===== config.mk =====
export PLATFORM = sky130hd
export DESIGN_NAME = pin_control
export DESIGN_NICKNAME = d
export VERILOG_FILES = /design/src/pinctl_pkg.sv /design/src/cmd_decode.sv /design/src/beat_fifo.sv /design/src/pin_control.sv
export SDC_FILE = /design/constraint.sdc
export NUM_CORES = 1
export LEC_CHECK = 0
export BUFFER_PORTS_ARGS = -buffer_cell sky130_fd_sc_hd__buf_2
export CAP_MARGIN = 0
export CORE_MARGIN = 2
export CORE_UTILIZATION = 52
export DETAILED_ROUTE_END_ITERATION = 8
export HOLD_SLACK_MARGIN = 0.1
export MAX_ROUTING_LAYER = met4
export PLACE_DENSITY_LB_ADDON = 0.08
export SLEW_MARGIN = 25
export SYNTH_ARGS = -nofsm -noshare
export SYNTH_HDL_FRONTEND = slang
export SYNTH_SLANG_ARGS = --single-unit

===== constraint.sdc =====
create_clock -name CLOCK_I -period 2.7 [get_ports CLOCK_I]
set_input_delay 0.54 -clock CLOCK_I [delete_from_list [all_inputs] [get_ports CLOCK_I]]
set_output_delay 0.54 -clock CLOCK_I [all_outputs]
set_load 0.005 [all_outputs]

===== src/pinctl_pkg.sv =====
// Purpose: Shared constants and types for the DRAM pin control block
// Assumes: One 100 MHz system clock; link crossings arrive as enable pulses
// Notes: Command codes follow the strobe lines with chip select in front

package pinctl_pkg;

    localparam int CLK_PERIOD_NS = 10;
    localparam int ADDR_W = 14;
    localparam int BANK_W = 3;
    localparam int NUM_BANKS = 8;
    localparam int DATA_W = 8;
    localparam int FIFO_DEPTH = 16;

    // Address bit positions with meaning in particular commands
    localparam int PRECHARGE_ALL_POS = 10;
    localparam int EMR1_TERM_LO_POS = 2;
    localparam int EMR1_TERM_HI_POS = 6;
    localparam int EMR1_ALT_STROBE_POS = 11;

    // Bank select value that steers a mode register set to the first extended register
    localparam logic [BANK_W-1:0] EXT_MODE_REG_ONE_SEL = 3'h1;
    localparam logic [BANK_W-1:0] MODE_REG_SEL = 3'h0;

    // Values after reset
    localparam logic [1:0] EMR1_TERM_RESET = 2'h0;
    localparam logic EMR1_ALT_STROBE_RESET = 1'b0;
    localparam logic [NUM_BANKS-1:0] OPEN_BANKS_RESET = 8'h00;

    typedef enum logic [2:0] {
        CMD_DESELECT,
        CMD_NOP,
        CMD_ACTIVATE,
        CMD_READ,
        CMD_WRITE,
        CMD_PRECHARGE,
        CMD_REFRESH,
        CMD_MODE_SET
    } cmd_t;

    typedef enum logic [1:0] {
        PWR_ACTIVE,
        PWR_PRECHARGE_PD,
        PWR_ACTIVE_PD,
        PWR_SELF_REFRESH
    } pwr_t;

endpackage


===== src/cmd_decode.sv =====
// Purpose: Turns chip select and the three strobe lines into a command
// Assumes: Inputs already sampled at one clock crossing
// Notes: Purely combinational; the caller registers the result

`timescale 1ns/1ps

module cmd_decode
    import pinctl_pkg::*;
(
    input wire logic cs_n_i,
    input wire logic row_strobe_n_i,
    input wire logic col_strobe_n_i,
    input wire logic write_en_n_i,
    output cmd_t cmd_o
);

    always_comb begin
        // Chip select high masks every command
        if (cs_n_i) begin
            cmd_o = CMD_DESELECT;
        end else begin
            unique case ({row_strobe_n_i, col_strobe_n_i, write_en_n_i})
                3'b111: cmd_o = CMD_NOP;
                3'b011: cmd_o = CMD_ACTIVATE;
                3'b101: cmd_o = CMD_READ;
                3'b100: cmd_o = CMD_WRITE;
                3'b010: cmd_o = CMD_PRECHARGE;
                3'b001: cmd_o = CMD_REFRESH;
                3'b000: cmd_o = CMD_MODE_SET;
                default: cmd_o = CMD_NOP;
            endcase
        end
    end

endmodule


===== src/beat_fifo.sv =====
// Purpose: Holds accepted write beats until the array side takes them
// Assumes: Single clock, synchronous active high reset
// Notes: Ready on the fill side is low only when full

`timescale 1ns/1ps

module beat_fifo #(
    parameter int WIDTH = 8,
    parameter int DEPTH = 16
) (
    input wire logic clk_i,
    input wire logic rst_i,
    input wire logic in_valid_i,
    output logic in_ready_o,
    input wire logic [WIDTH-1:0] in_data_i,
    output logic out_valid_o,
    input wire logic out_ready_i,
    output logic [WIDTH-1:0] out_data_o
);

    localparam int PTR_W = $clog2(DEPTH);

    typedef struct packed {
        logic [PTR_W-1:0] wr_ptr;
        logic [PTR_W-1:0] rd_ptr;
        logic [PTR_W:0] count;
    } fifo_state_t;

    fifo_state_t s_q;
    fifo_state_t s_d;
    logic [WIDTH-1:0] mem [DEPTH];
    logic push;
    logic pop;

    assign in_ready_o = (s_q.count != (PTR_W+1)'(DEPTH));
    assign out_valid_o = (s_q.count != '0);
    assign out_data_o = mem[s_q.rd_ptr];
    assign push = in_valid_i && in_ready_o;
    assign pop = out_valid_o && out_ready_i;

    always_comb begin
        s_d = s_q;
        if (push) begin
            s_d.wr_ptr = s_q.wr_ptr + 1'b1;
        end
        if (pop) begin
            s_d.rd_ptr = s_q.rd_ptr + 1'b1;
        end
        if (push && !pop) begin
            s_d.count = s_q.count + 1'b1;
        end else if (pop && !push) begin
            s_d.count = s_q.count - 1'b1;
        end
    end

    always_ff @(posedge clk_i) begin
        if (rst_i) begin
            s_q <= '0;
        end else begin
            s_q <= s_d;
        end
    end

    // Storage needs no reset; only the pointers and count define what is valid
    always_ff @(posedge clk_i) begin
        if (push) begin
            mem[s_q.wr_ptr] <= in_data_i;
        end
    end

endmodule


===== src/pin_control.sv =====
// Purpose: Command, clock gate, termination and mask pin handling of a DRAM
// Assumes: CLK_CROSS_I pulses once per rising crossing of the differential clock
// Notes: Read beats are driven out with a strobe that toggles on every beat

`timescale 1ns/1ps

module pin_control
    import pinctl_pkg::*;
(
    input wire logic CLOCK_I,
    input wire logic RST_I,
    input wire logic CLK_CROSS_I,
    input wire logic CKE_I,
    input wire logic CS_N_I,
    input wire logic ROW_STROBE_N_I,
    input wire logic COL_STROBE_N_I,
    input wire logic WRITE_EN_N_I,
    input wire logic [BANK_W-1:0] BANK_SELECT_I,
    input wire logic [ADDR_W-1:0] ADDR_I,
    input wire logic DIE_TERMINATION_CTL_I,
    input wire logic WSTROBE_EDGE_I,
    input wire logic WRITE_MASK_I,
    input wire logic [DATA_W-1:0] WDATA_I,
    output logic WDATA_READY_O,
    output logic ARRAY_WVALID_O,
    input wire logic ARRAY_WREADY_I,
    output logic [DATA_W-1:0] ARRAY_WDATA_O,
    input wire logic READ_VALID_I,
    input wire logic [DATA_W-1:0] READ_DATA_I,
    output logic [DATA_W-1:0] DQ_O,
    output logic DQ_OE_O,
    output logic DATA_STROBE_O,
    output logic ALT_READ_STROBE_O,
    output logic CMD_VALID_O,
    output cmd_t CMD_O,
    output logic [BANK_W-1:0] CMD_BANK_O,
    output logic [ADDR_W-1:0] CMD_ADDR_O,
    output logic PRECHARGE_ALL_O,
    output logic [NUM_BANKS-1:0] OPEN_BANKS_O,
    output pwr_t POWER_STATE_O,
    output logic INTERNAL_CLK_EN_O,
    output logic CLK_BUF_EN_O,
    output logic CTRL_BUF_EN_O,
    output logic TERMINATION_EN_O,
    output logic MASK_PIN_IS_STROBE_O
);

    // ****************************************
    // State
    // ****************************************
    typedef struct packed {
        pwr_t pwr;
        logic cke;
        logic [NUM_BANKS-1:0] open_banks;
        logic die_termination_ctl;
        logic [1:0] emr1_term;
        logic emr1_alt_strobe;
        logic cmd_valid;
        cmd_t cmd;
        logic [BANK_W-1:0] bank;
        logic [ADDR_W-1:0] addr;
        logic pre_all;
        logic [DATA_W-1:0] dq;
        logic dq_oe;
        logic dqs;
    } ctl_state_t;

    ctl_state_t s_q;
    ctl_state_t s_d;
    cmd_t cmd_now;
    logic bufs_on;
    logic mask_hit;
    logic fifo_in_valid;

    cmd_decode u_decode (
        .cs_n_i(CS_N_I),
        .row_strobe_n_i(ROW_STROBE_N_I),
        .col_strobe_n_i(COL_STROBE_N_I),
        .write_en_n_i(WRITE_EN_N_I),
        .cmd_o(cmd_now)
    );

    // ****************************************
    // Write beat path
    // ****************************************
    // Mask only counts while the pin works as write mask, not as a read strobe
    assign bufs_on = (s_q.pwr == PWR_ACTIVE);
    assign mask_hit = WRITE_MASK_I && !s_q.emr1_alt_strobe;
    // Every strobe edge in the active power state, rising or falling, samples mask with its beat
    assign fifo_in_valid = WSTROBE_EDGE_I && bufs_on && !mask_hit;

    beat_fifo #(
        .WIDTH(DATA_W),
        .DEPTH(FIFO_DEPTH)
    ) u_fifo (
        .clk_i(CLOCK_I),
        .rst_i(RST_I),
        .in_valid_i(fifo_in_valid),
        .in_ready_o(WDATA_READY_O),
        .in_data_i(WDATA_I),
        .out_valid_o(ARRAY_WVALID_O),
        .out_ready_i(ARRAY_WREADY_I),
        .out_data_o(ARRAY_WDATA_O)
    );

    // ****************************************
    // Next state
    // ****************************************
    always_comb begin
        s_d = s_q;
        s_d.cmd_valid = 1'b0;
        // Self refresh exit needs no crossing: the clock may be stopped
        if (s_q.pwr == PWR_SELF_REFRESH) begin
            if (CKE_I) begin
                s_d.pwr = PWR_ACTIVE;
                s_d.cke = 1'b1;
            end
        end else if (CLK_CROSS_I) begin
            s_d.cke = CKE_I;
            unique case (s_q.pwr)
                PWR_ACTIVE: begin
                    if (!CKE_I) begin
                        if (s_q.open_banks != '0) begin
                            s_d.pwr = PWR_ACTIVE_PD;
                        end else if (cmd_now == CMD_REFRESH && s_q.cke) begin
                            s_d.pwr = PWR_SELF_REFRESH;
                        end else begin
                            s_d.pwr = PWR_PRECHARGE_PD;
                        end
                    end else begin
                        s_d.die_termination_ctl = DIE_TERMINATION_CTL_I;
                        s_d.cmd_valid = (cmd_now != CMD_DESELECT) && (cmd_now != CMD_NOP);
                        s_d.cmd = cmd_now;
                        s_d.bank = BANK_SELECT_I;
                        s_d.addr = ADDR_I;
                        s_d.pre_all = ADDR_I[PRECHARGE_ALL_POS];
                        unique case (cmd_now)
                            CMD_ACTIVATE: s_d.open_banks[BANK_SELECT_I] = 1'b1;
                            CMD_PRECHARGE: begin
                                if (ADDR_I[PRECHARGE_ALL_POS]) begin
                                    s_d.open_banks = '0;
                                end else begin
                                    s_d.open_banks[BANK_SELECT_I] = 1'b0;
                                end
                            end
                            CMD_MODE_SET: begin
                                if (BANK_SELECT_I == EXT_MODE_REG_ONE_SEL) begin
                                    s_d.emr1_term = {ADDR_I[EMR1_TERM_HI_POS],
                                                     ADDR_I[EMR1_TERM_LO_POS]};
                                    s_d.emr1_alt_strobe = ADDR_I[EMR1_ALT_STROBE_POS];
                                end
                            end
                            default: begin
                            end
                        endcase
                    end
                end
                PWR_PRECHARGE_PD, PWR_ACTIVE_PD: begin
                    if (CKE_I) begin
                        s_d.pwr = PWR_ACTIVE;
                    end
                end
                default: begin
                end
            endcase
        end
        // Read beats: strobe flips on each beat so data follows both crossings
        if (READ_VALID_I && bufs_on) begin
            s_d.dq = READ_DATA_I;
            s_d.dq_oe = 1'b1;
            s_d.dqs = !s_q.dqs;
        end else begin
            s_d.dq_oe = 1'b0;
        end
        if (!bufs_on) begin
            s_d.die_termination_ctl = 1'b0;
        end
    end

    always_ff @(posedge CLOCK_I) begin
        if (RST_I) begin
            s_q <= '0;
            s_q.pwr <= PWR_ACTIVE;
            s_q.cke <= 1'b1;
            s_q.open_banks <= OPEN_BANKS_RESET;
            s_q.emr1_term <= EMR1_TERM_RESET;
            s_q.emr1_alt_strobe <= EMR1_ALT_STROBE_RESET;
            s_q.cmd <= CMD_DESELECT;
        end else begin
            s_q <= s_d;
        end
    end

    // ****************************************
    // Outputs
    // ****************************************
    assign CMD_VALID_O = s_q.cmd_valid;
    assign CMD_O = s_q.cmd;
    assign CMD_BANK_O = s_q.bank;
    assign CMD_ADDR_O = s_q.addr;
    assign PRECHARGE_ALL_O = s_q.pre_all;
    assign OPEN_BANKS_O = s_q.open_banks;
    assign POWER_STATE_O = s_q.pwr;
    assign DQ_O = s_q.dq;
    assign DQ_OE_O = s_q.dq_oe;
    assign DATA_STROBE_O = s_q.dqs;
    assign ALT_READ_STROBE_O = s_q.dqs && s_q.emr1_alt_strobe;
    assign MASK_PIN_IS_STROBE_O = s_q.emr1_alt_strobe;
    assign INTERNAL_CLK_EN_O = bufs_on;
    assign CLK_BUF_EN_O = (s_q.pwr != PWR_SELF_REFRESH);
    assign CTRL_BUF_EN_O = bufs_on;
    // Both enable bits clear means termination is off regardless of the pin
    assign TERMINATION_EN_O = s_q.die_termination_ctl && (s_q.emr1_term != 2'h0);
endmodule


==> impl_metrics.env, run 1 <==
export IMPL_power_density_nw_per_um2=797.9
export IMPL_routed_wl_mm=16.08
export IMPL_synthTopCellsByArea="edfxtp_1, dfxtp_1, mux4_2"
export IMPL_skew_ps=11.24
export IMPL_postLayoutCellArea_sq_um=9246
export IMPL_yosys_register_bits=191
export IMPL_grt_max_degree=41
export IMPL_synthTopCellsByCount="edfxtp_1, nand2_1, dfxtp_1"
export IMPL_startpoint_type="flop"
export IMPL_finalSetupTns_ps=0
export IMPL_synth_compound_area_share_pct=6.972
export IMPL_dp_hpwl_mm=10.83
export IMPL_antenna_found_initial=0
export IMPL_endpoint_kind="output port"
export IMPL_cts_tree="yes"
export IMPL_cts_num_sinks=191
export IMPL_crit_path_end="ARRAY_WDATA_O[5]"
export IMPL_critPathRequiredTime_ps=2160
export IMPL_fin_util_pct=61.05
export IMPL_vdd_ir_drop_max_uv=390.0
export IMPL_grt_pass1_wl_mm=25.11
export IMPL_synth_net_count=651
export IMPL_regToRegStartpoint="u_fifo.s_q[3]"
export IMPL_grt_use_total_pct=21.30
export IMPL_drv_slew=0
export IMPL_hold_path_class="primary input to flop"
export IMPL_dpl_cell_area_sq_um=8589
export IMPL_cts_htree_levels=4
export IMPL_max_slew_margin_rel_pct=50.18
export IMPL_rsz0062_at_grt="true"
export IMPL_via_per_inst=5.466
export IMPL_syn_to_final_growth_pct=15.27
export IMPL_worstMarginPinSlew_ps=747.3
export IMPL_criticalPathCategory="flop to output port"
export IMPL_routedWlPerCell_um=18.34
export IMPL_synthMuxAreaShare_pct=10.14
export IMPL_core_sq_um=15150
export IMPL_r2r_end="u_fifo.s_q[3]"
export IMPL_fin_hold_ws_ps=352.7
export IMPL_drc_errors=0
export IMPL_yosys_area_share_adder_pct=2.090
export IMPL_antenna_diode_count=0
export IMPL_final_nets=734
export IMPL_period_minus_slack_ps=2603
export IMPL_reg2reg_depth=9
export IMPL_ios=104
export IMPL_ys_types=57
export IMPL_hold_viol=0
export IMPL_cts_buffers=17
export IMPL_synth_edff_count=128
export IMPL_die_w_um=128.2
export IMPL_worstPathArrival_ps=2060
export IMPL_p_leak_nw=3.407
export IMPL_timing_final_crit_share_pct=96.40
export IMPL_rows=45
export IMPL_yosysTopAreaCell="edfxtp_1"
export IMPL_yosys_warnings=0
export IMPL_syn_inst=593
export IMPL_crit_fanout=12
export IMPL_clock_latency_ps=430
export IMPL_async_reset_ff_share_pct=0
export IMPL_clock_tree_root_cell="clkbuf_16"
export IMPL_die_area_sq_um=16440
export IMPL_gp_congestion=0.7641
export IMPL_avgSynthCellArea_sq_um=13.53
export IMPL_drt_iter0_drc=341
export IMPL_grt_pass1_vias=4793
export IMPL_synth_xor_area_share_pct=0.8735
export IMPL_vias=4794
export IMPL_status="finished, final reports clean"
export IMPL_die_h_um=128.2
export IMPL_synth_top_family_by_area="multiplexers"
export IMPL_post_route_cells_drive_above_1_share_pct=31.06
export IMPL_max_freq_ghz=0.3842
export IMPL_synth_most_common_cell="edfxtp_1"
export IMPL_grt_ovfl_total=0
export IMPL_synth_top_area_share_pct=47.92
export IMPL_maxCapViolCount=0
export IMPL_portBuffers=103
export IMPL_antenna_left=0
export IMPL_clock_path_buffers=2
export IMPL_netlist_area_sq_um=8021
export IMPL_reg2reg_setup_slack_ps=140
export IMPL_ys_seq_area_share_pct=63.64
export IMPL_finalSetupViolCount=0
export IMPL_synth_flop_cell="edfxtp_1"
export IMPL_clk_pin_slew_ps=60
export IMPL_dr_pass1_iters=4
export IMPL_start_util_pct=52.96
export IMPL_synthSimpleGateAreaFrac_pct=10.11
[cells by family (layout without fill, tap and decap cells)]
family                   after synthesis  in the layout
XOR/XNOR                               8              8
multiplexers                          41             41
buffers and inverters                 86            182
AO/OA/AOI/OAI                         88             88
flip-flops                           191            191
AND/OR/NAND/NOR                      166            166
adder cells (fa/ha/maj)               13             13
[state kept, by name, summed over array words and instances, names as in the netlist, named ones only]
name and flops:
u_fifo.mem 128, CMD_ADDR_O 14, u_fifo.s_q 13, DQ_O 8
OPEN_BANKS_O 8, s_q 4, CMD_BANK_O 3, CMD_O 3
POWER_STATE_O 2, CMD_VALID_O 1, DATA_STROBE_O 1, DQ_OE_O 1
MASK_PIN_IS_STROBE_O 1
[through the flow]
step | instances | power [mW] | setup WS (ps)
after floorplan | 593 | 4.428 | 38.79
after global placement | 841 | 4.858 | 123.6
after detailed placement | 841 | 4.898 | 73.43
after CTS | 873 | 7.385 | 11.16
after global routing | 877 | 7.712 | -55.50
final | 877 | 7.377 | 97.22
[layout by cell type, fill, tap and decap left out, types with 3 or more instances in the layout]
cell and count:
a21oi_1 33, a22oi_1 13, a22oi_2 3, a31oi_1 4, buf_12 3, buf_2 103
buf_4 31, clkbuf_1 3, clkbuf_16 19, clkbuf_8 3, clkinvlp_4 3, dfxtp_1 62
edfxtp_1 128, ha_1 11, inv_1 13, mux2i_1 7, mux4_2 32, nand2_1 67
nand2b_1 3, nand3_1 9, nand4_1 3, nor2_1 44, nor2b_1 12, nor3_1 6
nor4_1 3, o21a_1 5, o21ai_0 13, xor2_1 6
[final cells by class]
class / instances / area, sq um
flip-flops and latches: 191 / 5109
clock buffers: 25 / 528.0
fillers: 1179 / 5899
multi-input cells: 316 / 2446
well taps: 188 / 235.2
repair buffers: 137 / 808.3
inverters: 13 / 48.80
clock inverters: 7 / 71.32
[what timing repair did]
item	CTS	global route
setup buffers	0	4
hold buffers	0	0
resized for setup	2	5
endpoints found under the setup margin	8	9
[where the power goes]
group / internal [mW] / switching, mW / total, mW
registers: 3.23 / 0.110 / 3.34
logic: 0.811 / 0.736 / 1.55
clock network: 1.46 / 1.03 / 2.49
total: 5.50 / 1.88 / 7.38
[how the worst min path moves through the flow]
stage | start | endpoint | slack, ps | cells past startpoint
finish | ADDR_I[12] | CMD_ADDR_O[12] | 350 | 3
global route | ADDR_I[5] | CMD_ADDR_O[5] | 340 | 3
CTS | ADDR_I[7] | CMD_ADDR_O[7] | 330 | 3
detailed placement | CMD_O[1] | CMD_O[1] | 440 | 2
global placement | CMD_O[1] | CMD_O[1] | 440 | 2
floorplan | CMD_O[1] | CMD_O[1] | 430 | 2
[layer usage]
layer / track usage [%] / wire [um] / vias up
li1: - / - / 2311
met2: 34.36 / 8205 / 124
met3: 5.301 / 741 / 28
met5: - / 0 / -
met1: 25.74 / 6683 / 2331
met4: 8.985 / 450 / 0
[worst max-delay path: stages, from the launching register on]
cell and delay (ps):
dfxtp_4 420, buf_12 180, mux4_2 500, a22oi_1 240
nand2_1 130, buf_2 150
Power figures use the tool's default switching activity.
==> inputs of run 2 (changes only) <==
--- a/config.mk
+++ b/config.mk
@@ -8,7 +8,7 @@
 export BUFFER_PORTS_ARGS = -buffer_cell sky130_fd_sc_hd__buf_2
 export CAP_MARGIN = 0
 export CORE_MARGIN = 2
-export CORE_UTILIZATION = 52
+export CORE_UTILIZATION = 35
 export DETAILED_ROUTE_END_ITERATION = 8
 export HOLD_SLACK_MARGIN = 0.1
 export MAX_ROUTING_LAYER = met4
==> impl_metrics.env, run 2 (synthesized netlist as in run 1, its figures left out) <==
export IMPL_status="finished, final reports clean"
export IMPL_rows=55
export IMPL_fin_hold_ws_ps=347.6
export IMPL_crit_buf_inv=2
export IMPL_max_slew_margin_rel_pct=45.73
export IMPL_whs_path_depth=3
export IMPL_cts_tree="yes"
export IMPL_p_leak_nw=3.399
export IMPL_cts_buffers=17
export IMPL_critPathRequiredTime_ps=2160
export IMPL_worstMarginPinSlew_ps=814.1
export IMPL_grt_pass1_wl_mm=27.79
export IMPL_core_sq_um=22570
export IMPL_routedWlPerCell_um=18.11
export IMPL_num_fill_cells=2109
export IMPL_drv_slew=0
export IMPL_start_util_pct=35.54
export IMPL_gp_congestion=0.8264
export IMPL_top_register="u_fifo.mem"
export IMPL_slowest_delay_ps=520
export IMPL_skew_ps=9.121
export IMPL_portBuffers=103
export IMPL_startpoint_type="flop"
export IMPL_maxCapViolCount=0
export IMPL_clock_latency_ps=420
export IMPL_crit_fanout=6
export IMPL_cp_cell_sequence="buf_6 > mux4_2 > a22oi_1 > nand2_1 > buf_2"
export IMPL_clk_pin_slew_ps=70
export IMPL_clock_path_buffers=2
export IMPL_worstPathArrival_ps=2060
export IMPL_final_nets=734
export IMPL_routed_wl_mm=17.64
export IMPL_crit_slowest_cell="mux4_2"
export IMPL_vdd_ir_drop_max_uv=400.7
export IMPL_grt_max_degree=42
export IMPL_criticalPathCategory="flop to output port"
export IMPL_antenna_left=0
export IMPL_cts_num_sinks=191
export IMPL_drc_errors=0
export IMPL_crit_family="multiplexers"
export IMPL_endpoint_kind="output port"
export IMPL_syn_to_final_growth_pct=16.64
export IMPL_cts_htree_levels=4
export IMPL_mostFrequentLayoutCells="edfxtp_1, buf_2, nand2_1"
export IMPL_finalPower_mw=7.304
export IMPL_period_minus_slack_ps=2604
export IMPL_hold_viol=0
export IMPL_die_w_um=155.4
export IMPL_ios=104
export IMPL_post_route_cells_drive_above_1_share_pct=32.12
export IMPL_reg2reg_depth=9
export IMPL_timing_final_crit_share_pct=96.43
export IMPL_grt_ovfl_total=0
export IMPL_power_density_nw_per_um2=780.7
export IMPL_reg2reg_setup_slack_ps=120
export IMPL_antenna_found_initial=1
export IMPL_rsz0062_at_grt="true"
export IMPL_die_area_sq_um=24150
export IMPL_die_h_um=155.4
export IMPL_drt_iter0_drc=176
export IMPL_clock_tree_root_cell="clkbuf_16"
export IMPL_grt_use_total_pct=15.75
export IMPL_dp_hpwl_mm=11.92
export IMPL_grt_pass1_vias=5129
export IMPL_vias=4861
export IMPL_max_freq_ghz=0.3841
export IMPL_layout_commonest_cell="edfxtp_1"
export IMPL_via_per_inst=4.991
export IMPL_dr_pass1_iters=4
export IMPL_hold_path_class="primary input to flop"
export IMPL_largest_register_ff_count=128
export IMPL_finalSetupViolCount=0
export IMPL_cp_depth=5
-- run 2: cell types whose count changed in the layout (fill, tap and decap cells not counted), sizes merged --
cell      previous run  this run
inv                 14        21
diode                0         1
bufinv               1         0
clkinv               2         4
clkinvlp             3         1
clkbuf              25        18
-- run 2: layout make-up --
cell class                      instances  area, sq um  share of cell area [%]
Multi-Input combinational cell        316         2470                   26.40
Timing Repair Buffer                  137        819.5                   8.759
Antenna cell                            1        2.502                 0.02675
Sequential cell                       191         5109                   54.60
Tap cell                              285        356.6                   3.811
Clock buffer                           18        429.2                   4.587
Inverter                               13        48.80                  0.5215
Clock inverter                         13        121.4                   1.297
-- run 2: power by group --
group | leakage [nW] | total (mW) | internal (mW) | switching [mW]
registers | 1.67 | 3.34 | 3.23 | 0.112
clock network | 0.271 | 2.36 | 1.21 | 1.15
logic | 1.46 | 1.60 | 0.821 | 0.779
total | 3.40 | 7.30 | 5.26 | 2.04
-- run 2: per-layer routing --
layer	vias to the layer above	track usage, %	part of all wire, %
li1	2298	-	-
met1	2432	17.95	42
met2	120	27.52	53
met3	11	4.234	4.6
met4	0	4.150	0.90
met5	-	-	0
-- run 2: metrics by stage --
stage                     worst slack [ps]  util (%)  cells  setup TNS (ps)  instance area, sq um
after floorplan                      38.79         -    593               0                  8021
after global placement               98.85     38.60    940               0                  8713
after detailed placement             80.57     38.60    940               0                  8713
after CTS                            15.87     41.25    973               0                  9311
after global routing                -48.86     41.45    974          -48.86                  9356
final                                96.29     41.45    974               0                  9356
-- run 2: worst min-delay path: stages --
cell and delay [ps]:
buf_2 100, nand2_1 40, a21oi_1 50
-- run 2: worst paths after layout --
path,from,endpoint
max,flop,ARRAY_WDATA_O[4]
min,ADDR_I[5],CMD_ADDR_O[5]
max reg2reg,u_fifo.s_q[3],u_fifo.s_q[4]
min reg2reg,CMD_ADDR_O[4],CMD_ADDR_O[4]
-- run 2: repair_timing --
action | CTS | global route
hold buffers | 0 | 0
pin swaps | 0 | 0
setup endpoints to repair | 7 | 7
setup buffers | 1 | 0
gates resized for setup | 2 | 12
cloned | 1 | 0
hold endpoints to repair | 0 | 0
